**config.mk**
```make
export PLATFORM = sky130hd
export DESIGN_NAME = ccdt_timing_gen
export DESIGN_NICKNAME = d
export VERILOG_FILES = /design/src/rtl/ccdt_timing_gen.v
export VERILOG_INCLUDE_DIRS = /design/src /design/src/shared
export SDC_FILE = /design/constraint.sdc
export NUM_CORES = 1
export LEC_CHECK = 0
export BUFFER_PORTS_ARGS = -buffer_cell sky130_fd_sc_hd__buf_2
export CAP_MARGIN = 40
export CORE_ASPECT_RATIO = 0.8
export CORE_MARGIN = 4
export CORE_UTILIZATION = 39
export CTS_CLUSTER_SIZE = 25
export DETAILED_ROUTE_END_ITERATION = 8
export SLEW_MARGIN = 15
export SYNTH_ARGS = -nofsm -noshare
export SYNTH_HDL_FRONTEND = slang
export SYNTH_SLANG_ARGS = --single-unit
```
**constraint.sdc**
```tcl
create_clock -name clk_sys -period 2.5 [get_ports clk_sys]
set_input_delay 0.25 -clock clk_sys [delete_from_list [all_inputs] [get_ports clk_sys]]
set_output_delay 0.25 -clock clk_sys [all_outputs]
set_load 0.02 [all_outputs]
```
**src/shared/ccdt_map.vh**
```
// constants of the ccd readout timing generator
// assumes inclusion by bare name from the one design file
`ifndef CCDT_MAP_VH
`define CCDT_MAP_VH
// readout modes
`define CCDT_MODE_QUAD      2'h0
`define CCDT_MODE_DUAL_AB   2'h1
`define CCDT_MODE_DUAL_AC   2'h2
`define CCDT_MODE_SINGLE    2'h3
// least line and pixel counts per frame / line
`define CCDT_LINES_HALF     572
`define CCDT_LINES_FULL     1144
`define CCDT_PIX_DUAL       1013
`define CCDT_PIX_SINGLE     2026
// times in ns at 100 MHz clock (10 ns period)
`define CCDT_CLK_NS         10
`define CCDT_T_SUB_NS       1000
`define CCDT_T_HD_NS        1000
`define CCDT_T_PD_NS        1000
`define CCDT_T_3P_NS        4000
`define CCDT_T_3D_NS        4000
`define CCDT_T_D_NS         1000
`define CCDT_T_V_NS         1000
`define CCDT_T_HS_NS        200
`define CCDT_T_E_NS         25
`endif

```
**src/rtl/ccdt_timing_gen.v**
```verilog
// ccd readout timing generator: drives every clocked sensor pin
// assumes level translation to sensor voltages outside; one clock, registered outputs except busy, decoded from state
`include "ccdt_map.vh"

// Summary of operation
// - each pin gets one of seven patterns
// - clock at least 572 or 1144 lines
// - vertical rises at walk steps 1 to 3 come in the same cycle as matching falls
// - at least 1013 or 2026 pixels per line
// - optional substrate pulse starts exposure
// - last phase copies phase-two storage clock
// - unused c/d registers clocked or held off
// - slow c/d clock is integer multiple
module ccdt_timing_gen #(
   parameter LINES_HALF = `CCDT_LINES_HALF,
   parameter LINES_FULL = `CCDT_LINES_FULL,
   parameter PIX_DUAL   = `CCDT_PIX_DUAL,
   parameter PIX_SINGLE = `CCDT_PIX_SINGLE,
   parameter T_3P_NS    = `CCDT_T_3P_NS,
   parameter T_3D_NS    = `CCDT_T_3D_NS,
   parameter T_PD_NS    = `CCDT_T_PD_NS,
   parameter CD_DIV     = 1
) (
   input  wire        clk_sys,
   input  wire        nrst,
   input  wire        start,
   input  wire [1:0]  mode,
   input  wire        shutter_en,
   input  wire [15:0] expose_lines,
   input  wire        cd_off,
   output wire        busy,
   output reg         frame_done,
   output reg         vert_phase1_top,
   output reg         vert_phase2_top,
   output reg         vert_phase3_top,
   output reg         vert_phase4_top,
   output reg         vert_phase1_bottom,
   output reg         vert_phase2_bottom,
   output reg         vert_phase3_bottom,
   output reg         vert_phase4_bottom,
   output reg         v1_third_level,
   output reg  [3:0]  horiz_ph1_storage,
   output reg  [3:0]  horiz_ph1_barrier,
   output reg  [3:0]  horiz_ph2_storage,
   output reg  [3:0]  horiz_ph2_barrier,
   output reg  [3:0]  last_horiz_phase,
   output reg  [3:0]  reset_gate,
   output reg  [3:0]  cd_off_level,
   output reg         substrate_pulse,
   output reg         pixel_valid
);

   // -----------------------------------------------------------------
   // timing counts
   // -----------------------------------------------------------------
   function [15:0] ccdt_cyc;
      input integer ns;
      integer c;
      begin
         c = (ns + `CCDT_CLK_NS - 1) / `CCDT_CLK_NS;
         if (c < 1) c = 1;
         ccdt_cyc = c[15:0];
      end
   endfunction

   localparam [15:0] C_SUB = ccdt_cyc(`CCDT_T_SUB_NS);
   localparam [15:0] C_HD  = ccdt_cyc(`CCDT_T_HD_NS);
   localparam [15:0] C_3P  = ccdt_cyc(T_3P_NS);
   localparam [15:0] C_PD  = ccdt_cyc(T_PD_NS);
   localparam [15:0] C_3D  = ccdt_cyc(T_3D_NS);
   localparam [15:0] C_V   = ccdt_cyc(`CCDT_T_V_NS);
   localparam [15:0] C_HS  = ccdt_cyc(`CCDT_T_HS_NS);
   localparam [15:0] C_E   = ccdt_cyc(`CCDT_T_E_NS);

   localparam [3:0] S_IDLE = 4'h0;
   localparam [3:0] S_SUB  = 4'h1;
   localparam [3:0] S_HD   = 4'h2;
   localparam [3:0] S_EXP  = 4'h3;
   localparam [3:0] S_3P   = 4'h4;
   localparam [3:0] S_PD   = 4'h5;
   localparam [3:0] S_3D   = 4'h6;
   localparam [3:0] S_VS   = 4'h7;
   localparam [3:0] S_HS   = 4'h8;
   localparam [3:0] S_PIX  = 4'h9;

   reg [3:0]  state_q;
   reg [15:0] tmr_q;
   reg [2:0]  vph_q;
   reg [15:0] line_q;
   reg [15:0] pix_q;
   reg        hph_q;
   reg [7:0]  cdiv_q;
   reg        hcd_q;
   reg [1:0]  mode_q;
   reg        sh_q;
   reg [15:0] exp_q;
   reg        cdoff_q;

   wire        full_v = (mode_q == `CCDT_MODE_DUAL_AB) || (mode_q == `CCDT_MODE_SINGLE);
   wire        one_h  = (mode_q == `CCDT_MODE_SINGLE);
   wire [15:0] n_lin  = full_v ? LINES_FULL[15:0] : LINES_HALF[15:0];
   wire [15:0] n_pix  = one_h ? PIX_SINGLE[15:0] : PIX_DUAL[15:0];
   // dual a/c turns the d register round to feed c, so c and d run together
   wire        cd_used = (mode_q == `CCDT_MODE_QUAD) || (mode_q == `CCDT_MODE_DUAL_AC);

   assign busy = (state_q != S_IDLE);

   // -----------------------------------------------------------------
   // frame sequencer
   // -----------------------------------------------------------------
   always @(posedge clk_sys or negedge nrst) begin
      if (!nrst) begin
         state_q <= S_IDLE;
         tmr_q   <= 16'h0000;
         vph_q   <= 3'h0;
         line_q  <= 16'h0000;
         pix_q   <= 16'h0000;
         hph_q   <= 1'b0;
         mode_q  <= 2'h0;
         sh_q    <= 1'b0;
         exp_q   <= 16'h0000;
         cdoff_q <= 1'b0;
         frame_done <= 1'b0;
      end else begin
         frame_done <= 1'b0;
         tmr_q <= tmr_q + 16'h0001;
         case (state_q)
            S_IDLE: begin
               tmr_q <= 16'h0000;
               if (start) begin
                  mode_q  <= mode;
                  sh_q    <= shutter_en;
                  exp_q   <= expose_lines;
                  cdoff_q <= cd_off;
                  state_q <= shutter_en ? S_SUB : S_3P;
               end
            end
            S_SUB: if (tmr_q == C_SUB - 16'h0001) begin
               tmr_q <= 16'h0000;
               state_q <= S_HD;
            end
            S_HD: if (tmr_q == C_HD - 16'h0001) begin
               tmr_q <= 16'h0000;
               state_q <= S_EXP;
            end
            // exposure wait counted in clock cycles
            S_EXP: if (tmr_q >= exp_q) begin
               tmr_q <= 16'h0000;
               state_q <= S_3P;
            end
            S_3P: if (tmr_q == C_3P - 16'h0001) begin
               tmr_q <= 16'h0000;
               state_q <= S_PD;
            end
            S_PD: if (tmr_q == C_PD - 16'h0001) begin
               tmr_q <= 16'h0000;
               state_q <= S_3D;
            end
            S_3D: if (tmr_q == C_3D - 16'h0001) begin
               // the first shift also drops the dummy row onto the first dark row
               tmr_q <= 16'h0000;
               line_q <= 16'h0000;
               vph_q <= 3'h0;
               state_q <= S_VS;
            end
            S_VS: if (tmr_q == C_V - 16'h0001) begin
               tmr_q <= 16'h0000;
               vph_q <= vph_q + 3'h1;
               if (vph_q == 3'h3) state_q <= S_HS;
            end
            S_HS: if (tmr_q == C_HS - 16'h0001) begin
               tmr_q <= 16'h0000;
               pix_q <= 16'h0000;
               hph_q <= 1'b0;
               state_q <= S_PIX;
            end
            S_PIX: if (tmr_q == C_E - 16'h0001) begin
               tmr_q <= 16'h0000;
               hph_q <= ~hph_q;
               if (hph_q) begin
                  pix_q <= pix_q + 16'h0001;
                  if (pix_q == n_pix - 16'h0001) begin
                     line_q <= line_q + 16'h0001;
                     vph_q <= 3'h0;
                     if (line_q == n_lin - 16'h0001) begin
                        frame_done <= 1'b1;
                        state_q <= S_IDLE;
                     end else begin
                        state_q <= S_VS;
                     end
                  end
               end
            end
            default: state_q <= S_IDLE;
         endcase
      end
   end

   // -----------------------------------------------------------------
   // c/d divider: whole multiple of the a/b pixel clock
   // -----------------------------------------------------------------
   always @(posedge clk_sys or negedge nrst) begin
      if (!nrst) begin
         cdiv_q <= 8'h00;
         hcd_q  <= 1'b0;
      end else if (state_q != S_PIX) begin
         cdiv_q <= 8'h00;
         hcd_q  <= 1'b0;
      end else if (tmr_q == C_E - 16'h0001) begin
         if (cdiv_q == CD_DIV[7:0] - 8'h01) begin
            cdiv_q <= 8'h00;
            hcd_q  <= ~hcd_q;
         end else begin
            cdiv_q <= cdiv_q + 8'h01;
         end
      end
   end

   // -----------------------------------------------------------------
   // pin patterns
   // -----------------------------------------------------------------
   // vertical patterns: four-phase walk; steps 1 to 3 raise the next phase in
   // the same cycle the previous one falls; step 0 raises alone after the first line, and HS entry drops phase one alone
   reg [3:0] vp;
   reg       v1_hi, pd_lvl;
   always @* begin
      vp = 4'h1;
      case (vph_q)
         3'h0: vp = 4'h3;
         3'h1: vp = 4'h6;
         3'h2: vp = 4'hC;
         3'h3: vp = 4'h9;
         default: vp = 4'h1;
      endcase
      if (state_q != S_VS) vp = 4'h1;
      pd_lvl = (state_q == S_PD);
      v1_hi  = (state_q == S_3P) || pd_lvl || (state_q == S_3D);
   end

   reg hp1, hp2, rg, c1, c2;
   always @* begin
      hp1 = (state_q == S_PIX) ? ~hph_q : 1'b1;
      hp2 = ~hp1;
      rg  = (state_q == S_PIX) && !hph_q && (tmr_q == 16'h0000);
      c1  = (state_q == S_PIX) ? ~hcd_q : 1'b1;
      c2  = ~c1;
   end
   always @(posedge clk_sys or negedge nrst) begin
      if (!nrst) begin
         {vert_phase1_top, vert_phase2_top, vert_phase3_top, vert_phase4_top} <= 4'h1;
         {vert_phase1_bottom, vert_phase2_bottom, vert_phase3_bottom,
          vert_phase4_bottom} <= 4'h1;
         v1_third_level    <= 1'b0;
         horiz_ph1_storage <= 4'h0;
         horiz_ph1_barrier <= 4'h0;
         horiz_ph2_storage <= 4'h0;
         horiz_ph2_barrier <= 4'h0;
         last_horiz_phase  <= 4'h0;
         reset_gate        <= 4'h0;
         cd_off_level      <= 4'h0;
         substrate_pulse   <= 1'b0;
         pixel_valid       <= 1'b0;
      end else begin
         {vert_phase1_bottom, vert_phase2_bottom, vert_phase3_bottom,
          vert_phase4_bottom} <= vp | {v1_hi, 3'h0};
         // a/b modes route top phases crosswise
         if (full_v) begin
            {vert_phase1_top, vert_phase2_top, vert_phase3_top, vert_phase4_top}
               <= {vp[3] | v1_hi, vp[0], vp[1], vp[2]};
         end else begin
            {vert_phase1_top, vert_phase2_top, vert_phase3_top, vert_phase4_top}
               <= vp | {v1_hi, 3'h0};
         end
         v1_third_level <= pd_lvl;
         // b register: single mode turns it round so it feeds a
         horiz_ph1_storage <= {c1, c1, one_h ? hp1 : hp1, hp1};
         horiz_ph1_barrier <= {mode_q == `CCDT_MODE_DUAL_AC ? c2 : c1, c1,
                               one_h ? hp2 : hp1, hp1};
         horiz_ph2_storage <= {c2, c2, hp2, hp2};
         horiz_ph2_barrier <= {mode_q == `CCDT_MODE_DUAL_AC ? c1 : c2, c2,
                               one_h ? hp1 : hp2, hp2};
         last_horiz_phase  <= {c2, c2, hp2, hp2};
         reset_gate        <= {rg, rg, rg, rg};
         // unused c/d either clock normally or sit off; b is turned round, never off
         cd_off_level <= {cdoff_q & ~cd_used, cdoff_q & ~cd_used, 2'h0};
         substrate_pulse <= (state_q == S_SUB) && sh_q;
         // pixel leaves on the falling edge of the last phase
         pixel_valid <= (state_q == S_PIX) && hph_q && (tmr_q == C_E - 16'h0001);
      end
   end

endmodule

```
==> flow_summary_export.csv, run 1 <==
group,metric,value,unit
global_route,antenna_found_initial,0,
clock_tree,cts_buffer_depth,2,
synthesis,synthDistinctLibCells,56,
global_route,grt_max_degree,56,
floorplan,die_x,143.1,um
finish,fin_cells,842,
worst_setup_path,cp-end-kind,"flop",
drt,drt-total-wl,12280,um
sta,period_needed,2.409,ns
worst_setup_path,arrival,2.63,ns
worst_setup_path,reg2reg_setup_slack,0.09,ns
synthesis,ys_ff_latch,105,
synthesis,synth_area,5695,sq um
global_route,grt_overflow,0,
drt,routed_via_density,5.124,
sta,finalClockSkew,0.008541,ns
drt,post_drt_wl_per_cell,14.58,um
sta,fmax,415.1,MHz
global_route,grt_pass1_vias,4228,
floorplan,fp-row-count,39,
synthesis,async_flop_share,100.0,%
drt,drc_errors,0,
finish,final_nets,704,
drt,drt-initial-drc-count,216,
clock_tree,cts_root_buffer,"clkbuf_16",
sta,fin_crit_sh,96.35,%
worst_setup_path,crit_fanout,5,
synthesis,yosysTopAreaCell,"dfrtp_1",
place,io_buffers,61,
synthesis,synth_top_area_share,45.25,%
synthesis,syn_avg_cell_area,9.820,sq um
clock_tree,clkSinkCount,105,
power,power.leakage,3.144,nW
job,maxCapViolCount,0,
synthesis,postSynthCellCount,580,
sta,hold_viol_final,0,
sta,maxSlewViolCount,0,
synthesis,ys_warn_count,0,
worst_setup_path,r2r_end,"line_q[3]$_DFFE_PN0P_",
clock_tree,cts_buffers,9,
place,hpwl,9299,um
place,globalplace.congestion,0.8732,
floorplan,die_height,116.1,um
hold_path,hold_path_class,"in2reg",
global_route,track_usage,15.36,%
drt,ant_nets,0,
power,power_density,823.6,nW/um^2
floorplan,dieArea,16610,sq um
power,ir_drop,511.6,uV
place,dp.cells,819,
floorplan,ios,64,
synthesis,synthTopCellsByArea,"dfrtp_1 (45%), ha_1 (6.2%), mux2_2 (4.9%), nor2_1 (4.9%), xnor2_1 (3.7%)",
global_route,grt_pass1_wl,20540,um
worst_setup_path,reg2reg_from,"pix_q[0]$_DFFE_PN0P_",
finish,fillers,1372,
floorplan,start_util,39.84,%
hold_path,hp-start,"expose_lines[5]",
sta,rsz0062_at_grt,"true",
drt,num_vias,4314,
clock_tree,clk_latency,0.35,ns
worst_setup_path,cp-start-kind,"flop",
synthesis,ys_seq_area_share,46.18,%
finish,drive_above_1_share,25.53,%
sta,setup_viol,0,
worst_setup_path,rr_worst_depth,6,
run_status,outcome,"complete, no violations",
floorplan,core-area,14300,sq um
clock_tree,tritoncts,"yes",
clock_tree,clk_pin_slew_worst_paths,0.07,ns
finish,syn_to_final_growth,16.83,%
synthesis,yosys_most_used_dff,"dfrtp_1",
worst_setup_path,path_class,"reg2reg",
synthesis,synth_edf_count,0,
hold_path,hold_path_depth,2,
drt,dr.pass1.iters,5,
worst_setup_path,critPathRequiredTime,2.72,ns
finish,n_antenna_cell,0,
power,power,5.480,mW
hold_path,min_to,"exp_q[5]$_DFFE_PN0P_",
sta,whs,0.1339,ns
worst_setup_path,startpoint,"pix_q[0]$_DFFE_PN0P_",
clock_tree,cts_htree_levels,3,
-- Yosys cell counts, types with 3 or more instances --
library cell,count
or3_1,4
nor2b_1,4
buf_4,20
nand4bb_1,3
nand2_1,43
nor4_1,8
nor2_1,74
xnor2_1,24
a221o_1,3
o21ai_0,18
o21a_1,3
nor3_1,15
a21oi_1,17
ha_1,28
mux2_2,25
dfrtp_1,103
nand3_1,23
nand2b_1,4
and3_1,16
nor4_2,8
nand4_1,15
and4_1,3
clkbuf_1,12
buf_2,6
inv_1,38
a211oi_1,3
nor4b_1,3
xor2_1,21
-- timing repair --
action	4_1_cts	5_1_grt
endpoints found under the hold margin	10	0
setup endpoints to repair	5	15
hold buffers	1	0
setup buffers	0	6
pin swaps	1	2
gates resized for setup	2	8
-- registers in the layout, indices dropped and copies added (netlist names), 2 cells and up --
signal             flops
cdiv_q                 8
exp_q                 16
horiz_ph1_barrier      4
horiz_ph2_barrier      3
line_q                16
mode_q                 2
pix_q                 16
state_q                4
tmr_q                 16
vph_q                  3
-- worst max path at each step --
stage / slack, ns / to / depth (start not counted)
after global placement: 0.01 / line_q[5]$_DFFE_PN0P_ / 6
after global routing: -0.04 / pix_q[9]$_DFFE_PN0P_ / 8
after floorplan: 0.27 / line_q[3]$_DFFE_PN0P_ / 7
after CTS: 0.02 / line_q[3]$_DFFE_PN0P_ / 6
after detailed placement: 0.009 / line_q[3]$_DFFE_PN0P_ / 6
final: 0.09 / line_q[3]$_DFFE_PN0P_ / 6
-- worst max-delay path: stages, from the launching register on --
cell and delay (ns):
dfrtp_1 0.38, nand4_1 0.10, or4b_4 0.55, a211oi_4 0.36, o21ai_4 0.11, or3_4 0.41, a221o_1 0.37
-- cell families (layout without fill, tap and decap cells) --
kind of cell	count (synthesis)	count (layout)	synth area share, %
XOR/XNOR	45	45	6.920
adder cells (fa/ha/maj)	28	28	6.151
AND/OR/NAND/NOR	237	237	22.06
other	1	2	0.06584
AO/OA/AOI/OAI	60	60	6.898
flip-flops	105	105	46.18
multiplexers	25	25	4.943
buffers and inverters	79	156	6.788
-- final cells by class --
cell class | instances | area [sq um] | area share (%)
sequential | 105 | 2630 | 39.53
clock inverter | 7 | 55.05 | 0.8274
clock buffer | 9 | 225.2 | 3.385
timing repair buffer | 102 | 630.6 | 9.477
multi-input combinational | 397 | 2740 | 41.18
inverter | 38 | 142.6 | 2.144
tap | 184 | 230.2 | 3.460
-- metrics by stage --
stage	instance area, sq um	worst slack (ns)	util [%]	setup TNS [ns]
global placement	6261	0.01038	43.79	0
global route	6654	-0.04007	46.54	-0.06148
CTS	6560	0.02173	45.88	0
finish	6654	0.09123	46.54	0
floorplan	5699	0.2671	-	0
detailed placement	6261	0.008814	43.79	0
-- metal layers --
metal / track usage (%) / part of all wire, % / up-vias
li1: - / - / 2120
met5: 0 / 0 / -
met1: 21.63 / 48 / 2085
met3: 3.507 / 6.0 / 8
met4: 3.167 / 0.74 / 0
met2: 24.50 / 45 / 101
-- report_power, final --
| group | switching, mW | internal, mW |
|---|---|---|
| registers | 0.179 | 2.02 |
| logic | 1.13 | 0.821 |
| clock network | 0.648 | 0.684 |
-- placed cells by master, fill, tap and decap left out, types with 3 or more instances in the layout --
cell         n
a21oi_1     17
a221o_1      3
and3_1      15
and4_1       3
buf_2       60
buf_4       40
clkbuf_16    9
dfrtp_1    103
ha_1        28
inv_1       38
mux2_2      25
nand2_1     43
nand2b_1     4
nand3_1     23
nand4_1     15
nand4bb_1    3
nor2_1      74
nor2b_1      4
nor3_1      13
nor4_1       6
nor4_2       9
nor4b_1      3
o21a_1       3
o21ai_0     18
or3_1        4
xnor2_1     24
xor2_1      21
Note: power is estimated with default switching activity, not from simulation.
==> run 2, diff against run 1 <==
--- a/config.mk
+++ b/config.mk
@@ -6,13 +6,13 @@
 export SDC_FILE = /design/constraint.sdc
 export NUM_CORES = 1
 export LEC_CHECK = 0
-export BUFFER_PORTS_ARGS = -buffer_cell sky130_fd_sc_hd__buf_2
 export CAP_MARGIN = 40
 export CORE_ASPECT_RATIO = 0.8
-export CORE_MARGIN = 4
 export CORE_UTILIZATION = 39
 export CTS_CLUSTER_SIZE = 25
 export DETAILED_ROUTE_END_ITERATION = 8
+export DONT_BUFFER_PORTS = 1
+export PLACE_DENSITY = 0.63
 export SLEW_MARGIN = 15
 export SYNTH_ARGS = -nofsm -noshare
 export SYNTH_HDL_FRONTEND = slang
==> run 2 against run 1 <==
Effect of this change: the run now ends with negative hold slack left; largest power group unchanged; global-route usage rose by 2.0 points; worst hold slack got worse by 0.54 ns; wire length fell by 2.7%; critical path depth did not move.
==> flow_summary_export.csv, run 2 (synthesis gave the netlist of run 1 again) <==
group,metric,value,unit
floorplan,start_util,39.97,%
sta,whs,-0.4049,ns
clock_tree,clk_latency,0.35,ns
worst_setup_path,cp_slowest_cell,"or4b_4",
sta,hold_viol_final,105,
global_route,antenna_found_initial,0,
power,power_density,884.6,nW/um^2
place,hpwl,8574,um
worst_setup_path,path_class,"reg2reg",
worst_setup_path,cp-start-kind,"flop",
worst_setup_path,crit_fanout,8,
clock_tree,cts_buffer_depth,2,
clock_tree,clkSinkCount,105,
finish,stdcell_area,6282,sq um
finish,final_nets,633,
worst_setup_path,arrival,2.63,ns
clock_tree,cts_root_buffer,"clkbuf_16",
sta,fmax,417.7,MHz
run_status,violations,"negative hold slack",
drt,num_vias,4112,
place,post_dp_cell_area,5911,sq um
floorplan,core-area,14250,sq um
place,dp.cells,754,
sta,fin_tns_setup,0,ns
global_route,busiest_layer,"met2",
finish,final_cell_mix,"dfrtp_1 (103), nor2_1 (74), nand2_1 (43)",
finish,syn_to_final_growth,10.30,%
worst_setup_path,startpoint,"pix_q[0]$_DFFE_PN0P_",
global_route,grt_pass1_vias,4027,
global_route,use_met1,24.18,%
power,ir_drop,427.6,uV
place,globalplace.congestion,0.8485,
worst_setup_path,critPathRequiredTime,2.73,ns
global_route,grt_pass1_wl,20170,um
drt,post_drt_wl_per_cell,15.50,um
global_route,track_usage,17.32,%
worst_setup_path,reg2reg_from,"pix_q[0]$_DFFE_PN0P_",
floorplan,dieArea,15090,sq um
sta,tightest_slew,0.8760,ns
worst_setup_path,path_cells,"nand4_1 -> or4b_4 -> a211oi_4 -> o21ai_2 -> or3_4 -> a221o_1",
finish,n_antenna_cell,0,
sta,finalClockSkew,0.006403,ns
finish,mostFrequentLayoutCell,"dfrtp_1",
drt,drt-total-wl,11950,um
sta,setup_viol,0,
global_route,grt_overflow,0,
worst_setup_path,cpPeakStageDelay,0.55,ns
finish,fillers,1359,
run_status,outcome,"complete, but fails checks",
place,io_buffers,0,
global_route,met2_usage,26.30,%
sta,period_needed,2.394,ns
floorplan,ios,64,
sta,fin_crit_sh,95.76,%
drt,dr.pass1.iters,5,
sta,slew_headroom,41.64,%
global_route,use_met3,4.527,%
sta,maxSlewViolCount,0,
floorplan,die_x,137.1,um
power,power,5.557,mW
clock_tree,clk_pin_slew_worst_paths,0.07,ns
clock_tree,cts_buffers,9,
clock_tree,cts_htree_levels,3,
drt,drc_errors,0,
worst_setup_path,cp.buffers_inverters,0,
drt,routed_via_density,5.333,
worst_setup_path,path_delay_family,"simple AND/OR/NAND/NOR gates",
drt,ant_nets,0,
sta,rsz0062_at_grt,"true",
global_route,grt_max_degree,106,
power,power.leakage,2.832,nW
worst_setup_path,cp-end-kind,"flop",
drt,drt-initial-drc-count,301,
clock_tree,tritoncts,"yes",
finish,drive_above_1_share,16.18,%
job,maxCapViolCount,0,
finish,fin_cells,771,
floorplan,fp-row-count,39,
floorplan,die_height,110.1,um
hold_path,hold_path_class,"in2async",
[run 2: changes by cell type in the layout (fill, tap and decap cells not counted), sizes merged]
cell         before  now
inv              40   39
bufinv            0    2
dlygate4sd3       1    0
clkinv            3    0
buf             101   31
clkbuf            9   10
clkinvlp          2    3
[run 2: area by class of cell]
cell class	count	area [sq um]	share of cell area (%)
clock inverter	6	91.34	1.454
inverter	38	142.6	2.270
tap	184	230.2	3.665
sequential	105	2630	41.86
timing repair buffer	31	232.7	3.704
clock buffer	10	229.0	3.645
multi-input combinational	397	2726	43.40
[run 2: where the power goes]
group          switching (mW)  internal [mW]  total, mW
clock network           0.653          0.882       1.54
logic                   0.920          0.756       1.68
registers               0.325           2.02       2.34
total                    1.90           3.66       5.56
[run 2: worst register-to-register path: cells and delay by family (launching register included)]
kind / cells / cell delay (ns)
simple gates: 3 / 1.08
compound gates: 3 / 0.81
flops: 1 / 0.40
[run 2: through the flow]
step	util, %	worst slack (ns)
after floorplan	-	0.2671
after global placement	41.48	0.1189
after detailed placement	41.48	0.08171
after CTS	43.73	0.08240
after global routing	44.09	-0.01302
final	44.09	0.1060
[run 2: final timing paths]
check / endpoint / slack, ns / cells past startpoint
max reg2reg: line_q[5]$_DFFE_PN0P_ / 0.11 / 6
min in group clk_sys: exp_q[13]$_DFFE_PN0P_ / 0.05 / 1
min: line_q[9]$_DFFE_PN0P_ / -0.40 / 0
max: line_q[5]$_DFFE_PN0P_ / 0.11 / 6
max in group asynchronous: vert_phase4_bottom$_DFF_PN1_ / 2.68 / 0
min reg2reg: cdiv_q[7]$_DFFE_PN0P_ / 0.48 / 1
[run 2: what timing repair did]
item / in CTS / in global routing
endpoints found under the setup margin: 0 / 21
gates resized for setup: 0 / 7
buffers inserted: 0 / 1
endpoints found under the hold margin: 105 / 105
[run 2: routing by layer]
metal	wire length, um	part of all wire [%]
met1	5804	49
met2	5317	44
met3	684	5.7
met4	143	1.2
met5	0	0
